$ cat config.mk
export PLATFORM = sky130hd
export DESIGN_NAME = sioc_top
export DESIGN_NICKNAME = d
export VERILOG_FILES = /design/src/rtl/sioc_pkg.sv /design/src/rtl/sioc_top.sv /design/src/rtl/sioc_div.sv
export SDC_FILE = /design/constraint.sdc
export NUM_CORES = 1
export LEC_CHECK = 0
export ABC_AREA = 1
export BUFFER_PORTS_ARGS = -buffer_cell sky130_fd_sc_hd__buf_2
export CORE_ASPECT_RATIO = 0.5
export CORE_UTILIZATION = 45
export CTS_CLUSTER_DIAMETER = 40
export CTS_CLUSTER_SIZE = 24
export DETAILED_ROUTE_END_ITERATION = 10
export GPL_ROUTABILITY_DRIVEN = 0
export GPL_TIMING_DRIVEN = 0
export PLACE_DENSITY = 0.78
export SLEW_MARGIN = 20
export SYNTH_ARGS = -nofsm -noshare
export SYNTH_HDL_FRONTEND = slang
export SYNTH_SLANG_ARGS = --single-unit
$ cat constraint.sdc
create_clock -name clk_i -period 2.2 [get_ports clk_i]
set_input_delay 0 -clock clk_i [delete_from_list [all_inputs] [get_ports clk_i]]
set_output_delay 0 -clock clk_i [all_outputs]
set_load 0.01 [all_outputs]
$ cat src/rtl/sioc_pkg.sv
package sioc_pkg;
    // wishbone byte addresses (word aligned)
    localparam logic [7:0] ADDR_CTRL    = 8'h00;  // serial_port_control
    localparam logic [7:0] ADDR_STATUS  = 8'h04;  // serial_port_status
    localparam logic [7:0] ADDR_TXDATA  = 8'h08;  // transmit buffer
    localparam logic [7:0] ADDR_RXDATA  = 8'h0C;  // receive buffer
    localparam logic [7:0] ADDR_IRQ_ST  = 8'h10;  // sticky event status
    localparam logic [7:0] ADDR_IRQ_EN  = 8'h14;  // event enable
    localparam logic [7:0] ADDR_IRQ_CLR = 8'h18;  // write-one-to-clear

    // control field positions
    localparam int CTRL_DIV_LSB  = 0;  // two-bit divider select
    localparam int CTRL_INTCLK   = 2;  // 1: internal shift clock
    localparam int CTRL_SIO_PINS = 3;  // 1: pins carry serial out and clock
    localparam int CTRL_RDY_EN   = 4;  // 1: ready pin carries handshake
    localparam int CTRL_RDY_ALT  = 5;  // 1: alternative ready variant
    localparam int CTRL_BYTE_SPC = 6;  // 1: byte specify mode
    localparam int CTRL_OPEN_DR  = 7;  // 1: open-drain data and ready outputs

    // status field positions
    localparam int ST_TX_EMPTY = 0;  // transmit buffer empty
    localparam int ST_RX_FULL  = 1;  // receive buffer full
    localparam int ST_TX_DONE  = 2;  // transmit shift completed
    localparam int ST_OE       = 3;  // overrun error
    localparam int ST_PAR_ERR  = 4;  // parity error
    localparam int ST_FRM_ERR  = 5;  // framing error
    localparam int ST_ANY_ERR  = 6;  // or of the three errors
    localparam int ST_ONE      = 7;  // hard-wired one

    // reset values
    localparam logic [7:0] CTRL_RESET   = 8'h00;
    localparam logic [6:0] STATUS_RESET = 7'h00;

    // divider ratios for codes 00..11
    localparam int DIV_CODE0 = 8;
    localparam int DIV_CODE1 = 16;
    localparam int DIV_CODE2 = 32;
    localparam int DIV_CODE3 = 512;
    localparam int DIV_W     = 9;

    // interrupt event bits
    localparam int EV_TX_DONE = 0;
    localparam int EV_RX_FULL = 1;
    localparam int EV_ERROR   = 2;
    localparam int EV_W       = 3;

    // variant: 0 synchronous only, 1 synchronous and asynchronous
    localparam bit UART_VARIANT = 1'b1;

    // shift engine pin group
    typedef struct packed {
        logic sout;     // serial data out
        logic sclk_out; // shift clock out
        logic sclk_oe;  // internal clock drives the pin
        logic rdy;      // raw ready level (low when armed; high when armed in the alternative variant)
    } sioc_pins_t;

    typedef enum logic [1:0] {SIOC_IDLE, SIOC_SHIFT, SIOC_DONE} sioc_state_t;
endpackage : sioc_pkg

$ cat src/rtl/sioc_top.sv
`timescale 1ns/1ps
module sioc_top (
    // clock and reset
    input  wire logic        clk_i,
    input  wire logic        rst_i,
    // wishbone slave
    input  wire logic        cyc_i,
    input  wire logic        stb_i,
    input  wire logic        we_i,
    input  wire logic [7:0]  adr_i,
    input  wire logic [3:0]  sel_i,
    input  wire logic [31:0] dat_i,
    output logic      [31:0] dat_o,
    output logic             ack_o,
    // serial data out pin (port1 bit5)
    output logic             port1_bit5_pin_o,
    output logic             port1_bit5_pin_oe_o,
    // shift clock pin (port1 bit6)
    input  wire logic        port1_bit6_pin_i,
    output logic             port1_bit6_pin_o,
    output logic             port1_bit6_pin_oe_o,
    // ready handshake pin (port1 bit7)
    output logic             port1_bit7_pin_o,
    output logic             port1_bit7_pin_oe_o,
    // serial data in
    input  wire logic        sin_i,
    // asynchronous error events from the receive framer
    input  wire logic        parity_err_i,
    input  wire logic        framing_err_i,
    // ordinary port latch and direction when pins are not serial
    input  wire logic [2:0]  port_dat_i,
    input  wire logic [2:0]  port_dir_i,
    // interrupt
    output logic             irq_o
);
    // complete block state except the prescaler counter, which sioc_div keeps
    typedef struct packed {
        logic [7:0]                 ctrl;     // serial_port_control
        logic [6:0]                 status;   // serial_port_status bits 6..0
        logic [7:0]                 txbuf;    // transmit buffer
        logic [7:0]                 shreg;    // shift register
        logic [7:0]                 rxbuf;    // receive buffer
        logic [2:0]                 bitcnt;   // bits shifted
        logic                       sclk;     // internal clock level
        logic                       ext_d;    // previous external clock level
        sioc_pkg::sioc_state_t      fsm;      // shift sequence
        logic [sioc_pkg::EV_W-1:0]  ev_st;    // sticky events
        logic [sioc_pkg::EV_W-1:0]  ev_en;    // event enables
        logic                       pend;     // written byte not yet shifted
        logic                       ack;      // bus ack
        logic [31:0]                rdat;     // bus read data
    } sioc_st_t;

    sioc_st_t          st_r;    // state
    sioc_st_t          st_nxt;  // next state
    logic              tick;    // prescaler tick
    logic              wr_acc;  // bus write this cycle
    logic              rd_acc;  // bus read this cycle
    logic              edge_lo; // falling shift edge: unused, data moves on the rising edge
    logic              edge_hi; // rising shift edge: sample data
    logic [7:0]        st_rd;   // visible status byte
    sioc_pkg::sioc_pins_t pins; // raw pin levels

    // variant switch kept local so the sequencer reads it as a constant
    localparam bit UART_ERR_OK = sioc_pkg::UART_VARIANT;

    // prescaler runs only with internal clock during a shift
    sioc_div u_div (
        .clk_i  (clk_i),
        .rst_i  (rst_i),
        .sel_i  (st_r.ctrl[sioc_pkg::CTRL_DIV_LSB +: 2]),
        .run_i  (st_r.ctrl[sioc_pkg::CTRL_INTCLK] && st_r.fsm == sioc_pkg::SIOC_SHIFT),
        .tick_o (tick)
    );

    // classic wishbone: one-cycle ack, dropped the cycle after
    assign wr_acc = cyc_i && stb_i && we_i && !st_r.ack;
    assign rd_acc = cyc_i && stb_i && !we_i && !st_r.ack;

    // shift edges: internal clock toggles on tick, external is edge detected
    always_comb begin
        if (st_r.ctrl[sioc_pkg::CTRL_INTCLK]) begin
            edge_lo = tick && st_r.sclk;
            edge_hi = tick && !st_r.sclk;
        end else begin
            edge_lo = st_r.ext_d && !port1_bit6_pin_i;
            edge_hi = !st_r.ext_d && port1_bit6_pin_i;
        end
    end

    // visible status byte; bit 7 is hard-wired one
    always_comb begin
        st_rd                   = {1'b1, st_r.status};
        st_rd[sioc_pkg::ST_ANY_ERR] = |st_r.status[sioc_pkg::ST_FRM_ERR:sioc_pkg::ST_OE];
    end

    // next-state logic
    always_comb begin
        st_nxt       = st_r;
        st_nxt.ack   = 1'b0;
        st_nxt.ext_d = port1_bit6_pin_i;
        // bus writes
        if (wr_acc) begin
            st_nxt.ack = 1'b1;
            if (sel_i[0]) begin
                if (adr_i == sioc_pkg::ADDR_CTRL) begin
                    st_nxt.ctrl = dat_i[7:0];
                end else if (adr_i == sioc_pkg::ADDR_TXDATA) begin
                    st_nxt.txbuf                  = dat_i[7:0];
                    st_nxt.status[sioc_pkg::ST_TX_EMPTY] = 1'b0;
                    // the empty flag resets low, so a separate bit marks real data
                    st_nxt.pend                   = 1'b1;
                end else if (adr_i == sioc_pkg::ADDR_IRQ_EN) begin
                    st_nxt.ev_en = dat_i[sioc_pkg::EV_W-1:0];
                end else if (adr_i == sioc_pkg::ADDR_IRQ_CLR) begin
                    st_nxt.ev_st = st_r.ev_st & ~dat_i[sioc_pkg::EV_W-1:0];
                end
                // status writes are ignored entirely
            end
        end
        // bus reads; reading the receive buffer empties it and clears errors
        if (rd_acc) begin
            st_nxt.ack  = 1'b1;
            st_nxt.rdat = 32'h0000_0000;
            if (adr_i == sioc_pkg::ADDR_CTRL) begin
                st_nxt.rdat[7:0] = st_r.ctrl;
            end else if (adr_i == sioc_pkg::ADDR_STATUS) begin
                st_nxt.rdat[7:0] = st_rd;
            end else if (adr_i == sioc_pkg::ADDR_RXDATA) begin
                st_nxt.rdat[7:0]                   = st_r.rxbuf;
                st_nxt.status[sioc_pkg::ST_RX_FULL] = 1'b0;
                st_nxt.status[sioc_pkg::ST_FRM_ERR:sioc_pkg::ST_OE] = 3'h0;
            end else if (adr_i == sioc_pkg::ADDR_IRQ_ST) begin
                st_nxt.rdat[sioc_pkg::EV_W-1:0] = st_r.ev_st;
            end else if (adr_i == sioc_pkg::ADDR_IRQ_EN) begin
                st_nxt.rdat[sioc_pkg::EV_W-1:0] = st_r.ev_en;
            end
            // unmapped and write-only offsets read zero
        end
        // shift sequencer; hardware sets win over software clears above
        case (st_r.fsm)
            sioc_pkg::SIOC_IDLE: begin
                st_nxt.sclk = 1'b1;
                if (st_r.pend && st_r.ctrl[sioc_pkg::CTRL_SIO_PINS]) begin
                    st_nxt.shreg                    = st_r.txbuf;
                    st_nxt.pend                     = 1'b0;
                    st_nxt.status[sioc_pkg::ST_TX_EMPTY] = 1'b1;
                    st_nxt.status[sioc_pkg::ST_TX_DONE]  = 1'b0;
                    st_nxt.bitcnt                   = 3'h0;
                    st_nxt.fsm                      = sioc_pkg::SIOC_SHIFT;
                end
            end
            sioc_pkg::SIOC_SHIFT: begin
                if (st_r.ctrl[sioc_pkg::CTRL_INTCLK] && tick) begin
                    st_nxt.sclk = !st_r.sclk;
                end
                // lsb first: capture and move on the rising edge
                if (edge_hi) begin
                    st_nxt.shreg = {sin_i, st_r.shreg[7:1]};
                    if (st_r.bitcnt == 3'h7) begin
                        st_nxt.fsm = sioc_pkg::SIOC_DONE;
                    end else begin
                        st_nxt.bitcnt = st_r.bitcnt + 3'h1;
                    end
                end
            end
            default: begin
                st_nxt.sclk                     = 1'b1;
                st_nxt.status[sioc_pkg::ST_TX_DONE] = 1'b1;
                st_nxt.rxbuf                    = st_r.shreg;
                if (st_r.status[sioc_pkg::ST_RX_FULL] && UART_ERR_OK) begin
                    st_nxt.status[sioc_pkg::ST_OE] = 1'b1;
                end
                st_nxt.status[sioc_pkg::ST_RX_FULL] = 1'b1;
                st_nxt.ev_st[sioc_pkg::EV_TX_DONE] = 1'b1;
                st_nxt.ev_st[sioc_pkg::EV_RX_FULL] = 1'b1;
                st_nxt.fsm                      = sioc_pkg::SIOC_IDLE;
            end
        endcase
        // asynchronous error flags exist only in the uart variant
        if (UART_ERR_OK && parity_err_i) begin
            st_nxt.status[sioc_pkg::ST_PAR_ERR] = 1'b1;
        end
        if (UART_ERR_OK && framing_err_i) begin
            st_nxt.status[sioc_pkg::ST_FRM_ERR] = 1'b1;
        end
        if (|st_nxt.status[sioc_pkg::ST_FRM_ERR:sioc_pkg::ST_OE]) begin
            st_nxt.ev_st[sioc_pkg::EV_ERROR] = 1'b1;
        end
        st_nxt.status[sioc_pkg::ST_ANY_ERR] =
            |st_nxt.status[sioc_pkg::ST_FRM_ERR:sioc_pkg::ST_OE];
        // byte specify mode is absent in the uart variant
        if (UART_ERR_OK) begin
            st_nxt.ctrl[sioc_pkg::CTRL_BYTE_SPC] = 1'b0;
        end
    end

    // state register
    always_ff @(posedge clk_i) begin
        if (rst_i) begin
            st_r        <= '0;
            st_r.ctrl   <= sioc_pkg::CTRL_RESET;
            st_r.status <= sioc_pkg::STATUS_RESET;
            st_r.sclk   <= 1'b1;
            st_r.ext_d  <= 1'b1;
            st_r.fsm    <= sioc_pkg::SIOC_IDLE;
        end else begin
            st_r <= st_nxt;
        end
    end

    // raw serial levels before pin muxing
    always_comb begin
        pins.sout     = st_r.fsm == sioc_pkg::SIOC_SHIFT ? st_r.shreg[0] : 1'b1;
        pins.sclk_out = st_r.sclk;
        pins.sclk_oe  = st_r.ctrl[sioc_pkg::CTRL_INTCLK];
        // normal ready: low when armed; alternative: high when armed
        pins.rdy      = st_r.ctrl[sioc_pkg::CTRL_RDY_ALT] ?
                        !st_r.status[sioc_pkg::ST_TX_EMPTY] : st_r.status[sioc_pkg::ST_TX_EMPTY];
    end

    // pin muxing; open-drain drives only a low level on the data and ready pins
    always_comb begin
        if (st_r.ctrl[sioc_pkg::CTRL_SIO_PINS]) begin
            port1_bit5_pin_o    = pins.sout;
            port1_bit5_pin_oe_o = st_r.ctrl[sioc_pkg::CTRL_OPEN_DR] ? !pins.sout : 1'b1;
            port1_bit6_pin_o    = pins.sclk_out;
            port1_bit6_pin_oe_o = pins.sclk_oe;
        end else begin
            port1_bit5_pin_o    = port_dat_i[0];
            port1_bit5_pin_oe_o = port_dir_i[0];
            port1_bit6_pin_o    = port_dat_i[1];
            port1_bit6_pin_oe_o = port_dir_i[1];
        end
        if (st_r.ctrl[sioc_pkg::CTRL_RDY_EN]) begin
            port1_bit7_pin_o    = pins.rdy;
            port1_bit7_pin_oe_o = st_r.ctrl[sioc_pkg::CTRL_OPEN_DR] ? !pins.rdy : 1'b1;
        end else begin
            port1_bit7_pin_o    = port_dat_i[2];
            port1_bit7_pin_oe_o = port_dir_i[2];
        end
    end

    // bus and interrupt outputs
    assign dat_o = st_r.rdat;
    assign ack_o = st_r.ack;
    assign irq_o = |(st_r.ev_st & st_r.ev_en);
endmodule : sioc_top

$ cat src/rtl/sioc_div.sv
`timescale 1ns/1ps
// internal shift clock prescaler: one-cycle tick every 8/16/32/512 clocks
module sioc_div (
    // clock and reset
    input  wire logic       clk_i,
    input  wire logic       rst_i,
    // control
    input  wire logic [1:0] sel_i,
    input  wire logic       run_i,
    // tick out
    output logic            tick_o
);
    typedef struct packed {
        logic [sioc_pkg::DIV_W-1:0] cnt;
        logic                       tick;
    } sioc_div_st_t;

    sioc_div_st_t st_r;   // state
    sioc_div_st_t st_nxt; // next state

    // map the code to the terminal count
    function automatic logic [sioc_pkg::DIV_W-1:0] sioc_last(input logic [1:0] s);
        case (s)
            2'h0:    sioc_last = 9'(sioc_pkg::DIV_CODE0 - 1);
            2'h1:    sioc_last = 9'(sioc_pkg::DIV_CODE1 - 1);
            2'h2:    sioc_last = 9'(sioc_pkg::DIV_CODE2 - 1);
            default: sioc_last = 9'(sioc_pkg::DIV_CODE3 - 1);
        endcase
    endfunction : sioc_last

    // count up, pulse at terminal count
    always_comb begin
        st_nxt      = st_r;
        st_nxt.tick = 1'b0;
        if (!run_i) begin
            st_nxt.cnt = '0;
        end else if (st_r.cnt >= sioc_last(sel_i)) begin
            st_nxt.cnt  = '0;
            st_nxt.tick = 1'b1;
        end else begin
            st_nxt.cnt = st_r.cnt + 9'h001;
        end
    end

    always_ff @(posedge clk_i) begin
        if (rst_i) begin
            st_r <= '0;
        end else begin
            st_r <= st_nxt;
        end
    end

    assign tick_o = st_r.tick;
endmodule : sioc_div

# Yosys cells after proc, flatten, opt, wreduce, memory -nomap -nowiden
# Cells that the tools add are included.
# word_totals
reg_bits	71
inputBits	59
output_inout_bits	40
word_cells	162
# classes
n_addsub	2
n_lt_le_gt_ge	1
n_eq_ne	26
mux	65
bitwise_logic	7
reduce_logical	41
# op_table
op	count
9-bit two-way mux	5
8-bit two-way mux	5
3-bit two-way mux	13
33-bit two-way mux	1
1-bit two-way mux	28
9-bit one-hot mux with 3 select lines	1
8-bit by 5-bit equality test with 1-bit output, second input constant	3
2-bit != test, second input constant	10
8-bit by 4-bit equality test with 1-bit output, second input constant	2
8-bit one-hot mux with 2 select lines	1
7-bit two-way mux	2
2-bit by 1-bit != test with 1-bit output, second input constant	6
4-bit AND reduction	3
6-bit AND reduction	2
3-bit OR reduction	4
1-bit logical AND	10
9-bit by 1-bit adder with 9-bit output, second input constant	1
9-bit greater-or-equal comparator	1
3-bit AND reduction	3
8-bit by 3-bit equality test with 1-bit output, second input constant	1
8-bit zero test	1
2-bit two-way mux	4
2-bit nonzero test	4
1-bit zero test	7
other kinds (16)	24

# Logic depth before layout (Yosys ltp)
# logic_depth
ltp_word	10
ltp_mapped	10
ltp_nobuf	9

# Cells and area by module
# A second synthesis with hierarchy kept.
# hier_totals
cells_unflattened	493
hier_area_um2	3552.2
# modules_own_cells
module	instances	cells_each	area_per_inst_um2	seq_area_each_um2
sioc_top	1	420	2966.6	1201.2
sioc_div	1	73	585.6	200.2

# Worst setup path before layout
# Ideal clock, no wire load.
# synth_path
path_kind	flip-flop to flip-flop
startpoint	register st_r[79] in the netlist's numbering
endpoint	register u_div.st_r[1] in the netlist's numbering
setup_ns	0.067
t_arrival_ns	1.515
required_time_ns	2.133
slack_ns	0.617
path_stages_with_launch	8
path_buffers	0
period_less_slack_ns	1.583
path_cell_list	dfxtp_1 nand2_1 ha_1 a21oi_1 o21ai_0 a21oi_1 nand4_4 nor2_2
# synth_via
elab_chain_cells	5
elab_cells_between_ends	7
cone_classes	order compare (1); eq/ne (2); mux (2); reduce/logical (2)
# synth_rtl
element	line_no	text
start: declaration	sioc_top.sv:54	sioc_st_t st_r;
start signal: assignment	sioc_top.sv:208	st_r <= st_nxt;
2-bit equality test (tied with other cells)	sioc_div.sv:23	case (s)
9-bit one-hot mux with 3 select lines *	sioc_div.sv:23	
9-bit two-way mux *	sioc_div.sv:35	if (!run_i) begin
9-bit greater-or-equal comparator *	sioc_div.sv:37	end else if (st_r.cnt >= sioc_last(sel_i)) begin
3-bit OR reduction (no source line) *	-	
end signal: assignment	sioc_div.sv:49	st_r <= st_nxt;
end: declaration	sioc_div.sv:18	sioc_div_st_t st_r;
# Mark *: on every way between the ends. The rest lies on a longest branch, timed or not. The select of a mux whose other input is x is not followed.
# A chain may end at the register's enable or synchronous reset.

# Final worst setup path
# layout_path
startpoint	register st_r[78] in the netlist's numbering
endpoint	register u_div.st_r[9] in the netlist's numbering
# Same word-level chain as after synthesis.

==> out/results.tsv <==
stage	metric	value	unit
yosys	async_flop_share	0	%
yosys	ys_seq_area_share	39.3	%
yosys	yosysTopAreaCell	dfxtp_1	
placement	dpl.hpwl	6.14	mm
setup_path	worstPathRequired	2460	ps
clock_tree	htree_levels	3	
yosys	ys_seq_elements	70	
yosys	syn_avg_cell_area	7.44	um^2
floorplan	dieArea	8300	um^2
yosys	ys_warn_count	0	
placement	io_buffers	46	
setup_path	crit_arrival	2220	ps
sta	min_period	1950	ps
job	timing.max_cap.violations	0	
yosys	syn_inst	479	
sta	rsz0062_at_grt	false	
yosys	synth_flop_cell	dfxtp_1	
global_routing	grt_pass1_vias	2964	
sta	maxSlewViolCount	0	
sta	max_slew.worst_pin.slew	528	ps
setup_path	r2r_slack	250	ps
floorplan	rows	22	
sta	setup_tns	0	ps
setup_path	crit_chain	nand2_1 -> ha_1 -> a21oi_1 -> o21ai_0 -> a21oi_1 -> nand4_4 -> nor2_2	
layout	regArea	1400	um^2
setup_path	cp_num_cells	7	
layout	drive_gt1_share	24.3	%
floorplan	core_region_area	7490	um^2
sta	setup_violations	0	
global_routing	antenna_found_initial	0	
clock_tree	clock-sinks	70	
global_routing	grt_overflow	0	
setup_path	cp_common_cell	a21oi_1	
yosys	synth_area_leaders	dfxtp_1 (39%), buf_4 (7.2%), nand2_1 (6.7%)	
routing	drcViolationCount	0	
setup_path	worst-path-max-fanout	9	
min_path	hp-class	in2reg	
setup_path	r2r_cells	7	
routing	drt_wl_total	8.20	mm
power	vdd_drop_max	0.000403	V
sta	fmax	512	MHz
placement	place_area	4020	um^2
yosys	netlist_area	3560	um^2
routing	vias	3325	
layout	fin_util	58.9	%
setup_path	critical-path-max-stage-delay	430	ps
floorplan	die_x	128	um
setup_path	cp-start-kind	flip-flop	
floorplan	io_pins	99	
setup_path	crit_slowest_cell	dfxtp_1	
setup_path	cp-end-kind	flip-flop	
clock_tree	hold_buffers	12	
sta	slew_headroom	64.8	%
status	status	finished, final reports clean	
layout	stdcell_area	4410	um^2
layout	multi_input_area	1720	um^2
layout	nFillCells	717	
layout	final_common_cell	dfxtp_1	
yosys	synth_top_area_share	39.3	%
power	power.density	655	nW/um^2
clock_tree	cts-buffers-inserted	9	
sta	finClkSkew	6.11	ps
yosys	synth_edf_count	0	
global_routing	track_usage	21.2	%
layout	num-nets-final	639	
clock_tree	cts_tree	built	
floorplan	die_h	64.9	um
routing	first_pass_iters	7	
global_routing	grt_pass1_wl	13.6	mm
routing	viasPerCell	4.88	
clock_tree	clkTransAtPathRegs	60	ps
routing	wl_per_cell	12.0	um
routing	ant_nets	0	
power	power.leakage	1.99	nW
yosys	netlist-cell-type-count	34	
global_routing	grt_max_degree	11	
setup_path	path_delay_family	simple AND/OR/NAND/NOR gates	
layout	most-common-layout-cells	dfxtp_1 (70), nand2_1 (64), buf_2 (48)	
clock_tree	clock_path_buffers	2	
clock_tree	clk_latency	330	ps
clock_tree	cts_root_buf	clkbuf_16	
routing	drt_iter0_drc	232	
layout	num_antenna_cells	0	
setup_path	crit_buf_inv	0	
floorplan	start_util	47.6	%
setup_path	path_class	reg2reg	
sta	fin_crit_sh	88.8	%
clock_tree	cts_setup_buffers	0	
clock_tree	post_cts_resized	0	
min_path	holdPathStages	3	
layout	area_growth	23.8	%
sta	hold_viol	0	
flip-flops by register name, summed over array words and instances (netlist names):
register / cells
dat_o: 8
pins: 2
u_div.tick_o: 1
st_r: 49
u_div.st_r: 9
ack_o: 1
Yosys cell counts, drive strengths merged (3+ instances only):
cell and number:
nand2 70, ha 9, clkbuf 6, xor2 4, inv 58, xnor2 3
a31oi 6, dfxtp 70, o211ai 3, nand3 19, nor2 69, nor3 4
o21ai 57, nand4 9, buf 38, a21oi 45
metrics by stage:
stage | instances | setup slack, ps | power [mW] | hold slack (ps)
after floorplan | 502 | 617 | 1.44 | 105
after global placement | 656 | 345 | 1.50 | 193
after detailed placement | 656 | 303 | 1.50 | 205
after CTS | 681 | 257 | 2.89 | 12.7
after global routing | 681 | 149 | 2.97 | 48.9
final | 681 | 247 | 2.89 | 10.9
cells by family (layout without fill, tap and decap cells):
kind of cell | Yosys count | count (layout) | synth area share, %
AO/OA/AOI/OAI | 117 | 117 | 17.3
other | 1 | 24 | 0.105
XOR/XNOR | 7 | 7 | 1.72
flip-flops | 70 | 70 | 39.3
adder cells (fa/ha/maj) | 9 | 9 | 3.16
AND/OR/NAND/NOR | 173 | 173 | 23.5
buffers and inverters | 102 | 173 | 14.9
routing by layer:
| metal | part of all wire [%] | GRT usage, % | up-vias |
|---|---|---|---|
| met5 | 0 | 0 | - |
| met4 | 1.4 | 7.35 | 0 |
| met3 | 7.5 | 5.28 | 12 |
| met2 | 43 | 34.0 | 108 |
| met1 | 48 | 27.8 | 1504 |
| li1 | - | - | 1701 |
worst min-delay path: stages:
cell and delay [ps]:
buf_2 90, nand3_1 140, nor2_1 60
path summary, 6_finish.rpt:
check	startpoint	endpoint
hold / removal	cyc_i	ack_o
setup reg to reg	st_r[78]	u_div.st_r[9]
setup / recovery	st_r[78]	u_div.st_r[9]
hold reg to reg	dat_o[6]	dat_o[6]
cell type report:
type	instances	share of cell area (%)
inverter	58	4.99
timing repair buffer	58	7.94
tap	108	3.06
clock inverter	2	0.794
multi-input combinational	330	38.9
sequential	70	31.8
buffer	44	7.03
clock buffer	11	5.50
where the power goes:
part / internal (mW) / total [mW] / leakage [nW] / switching [mW]
sequential: 1.28 / 1.28 / 0.565 / 0.00534
combinational: 0.0972 / 0.212 / 1.29 / 0.115
clock: 0.887 / 1.39 / 0.137 / 0.508
total: 2.26 / 2.89 / 1.99 / 0.628
Power figures use the tool's default switching activity.
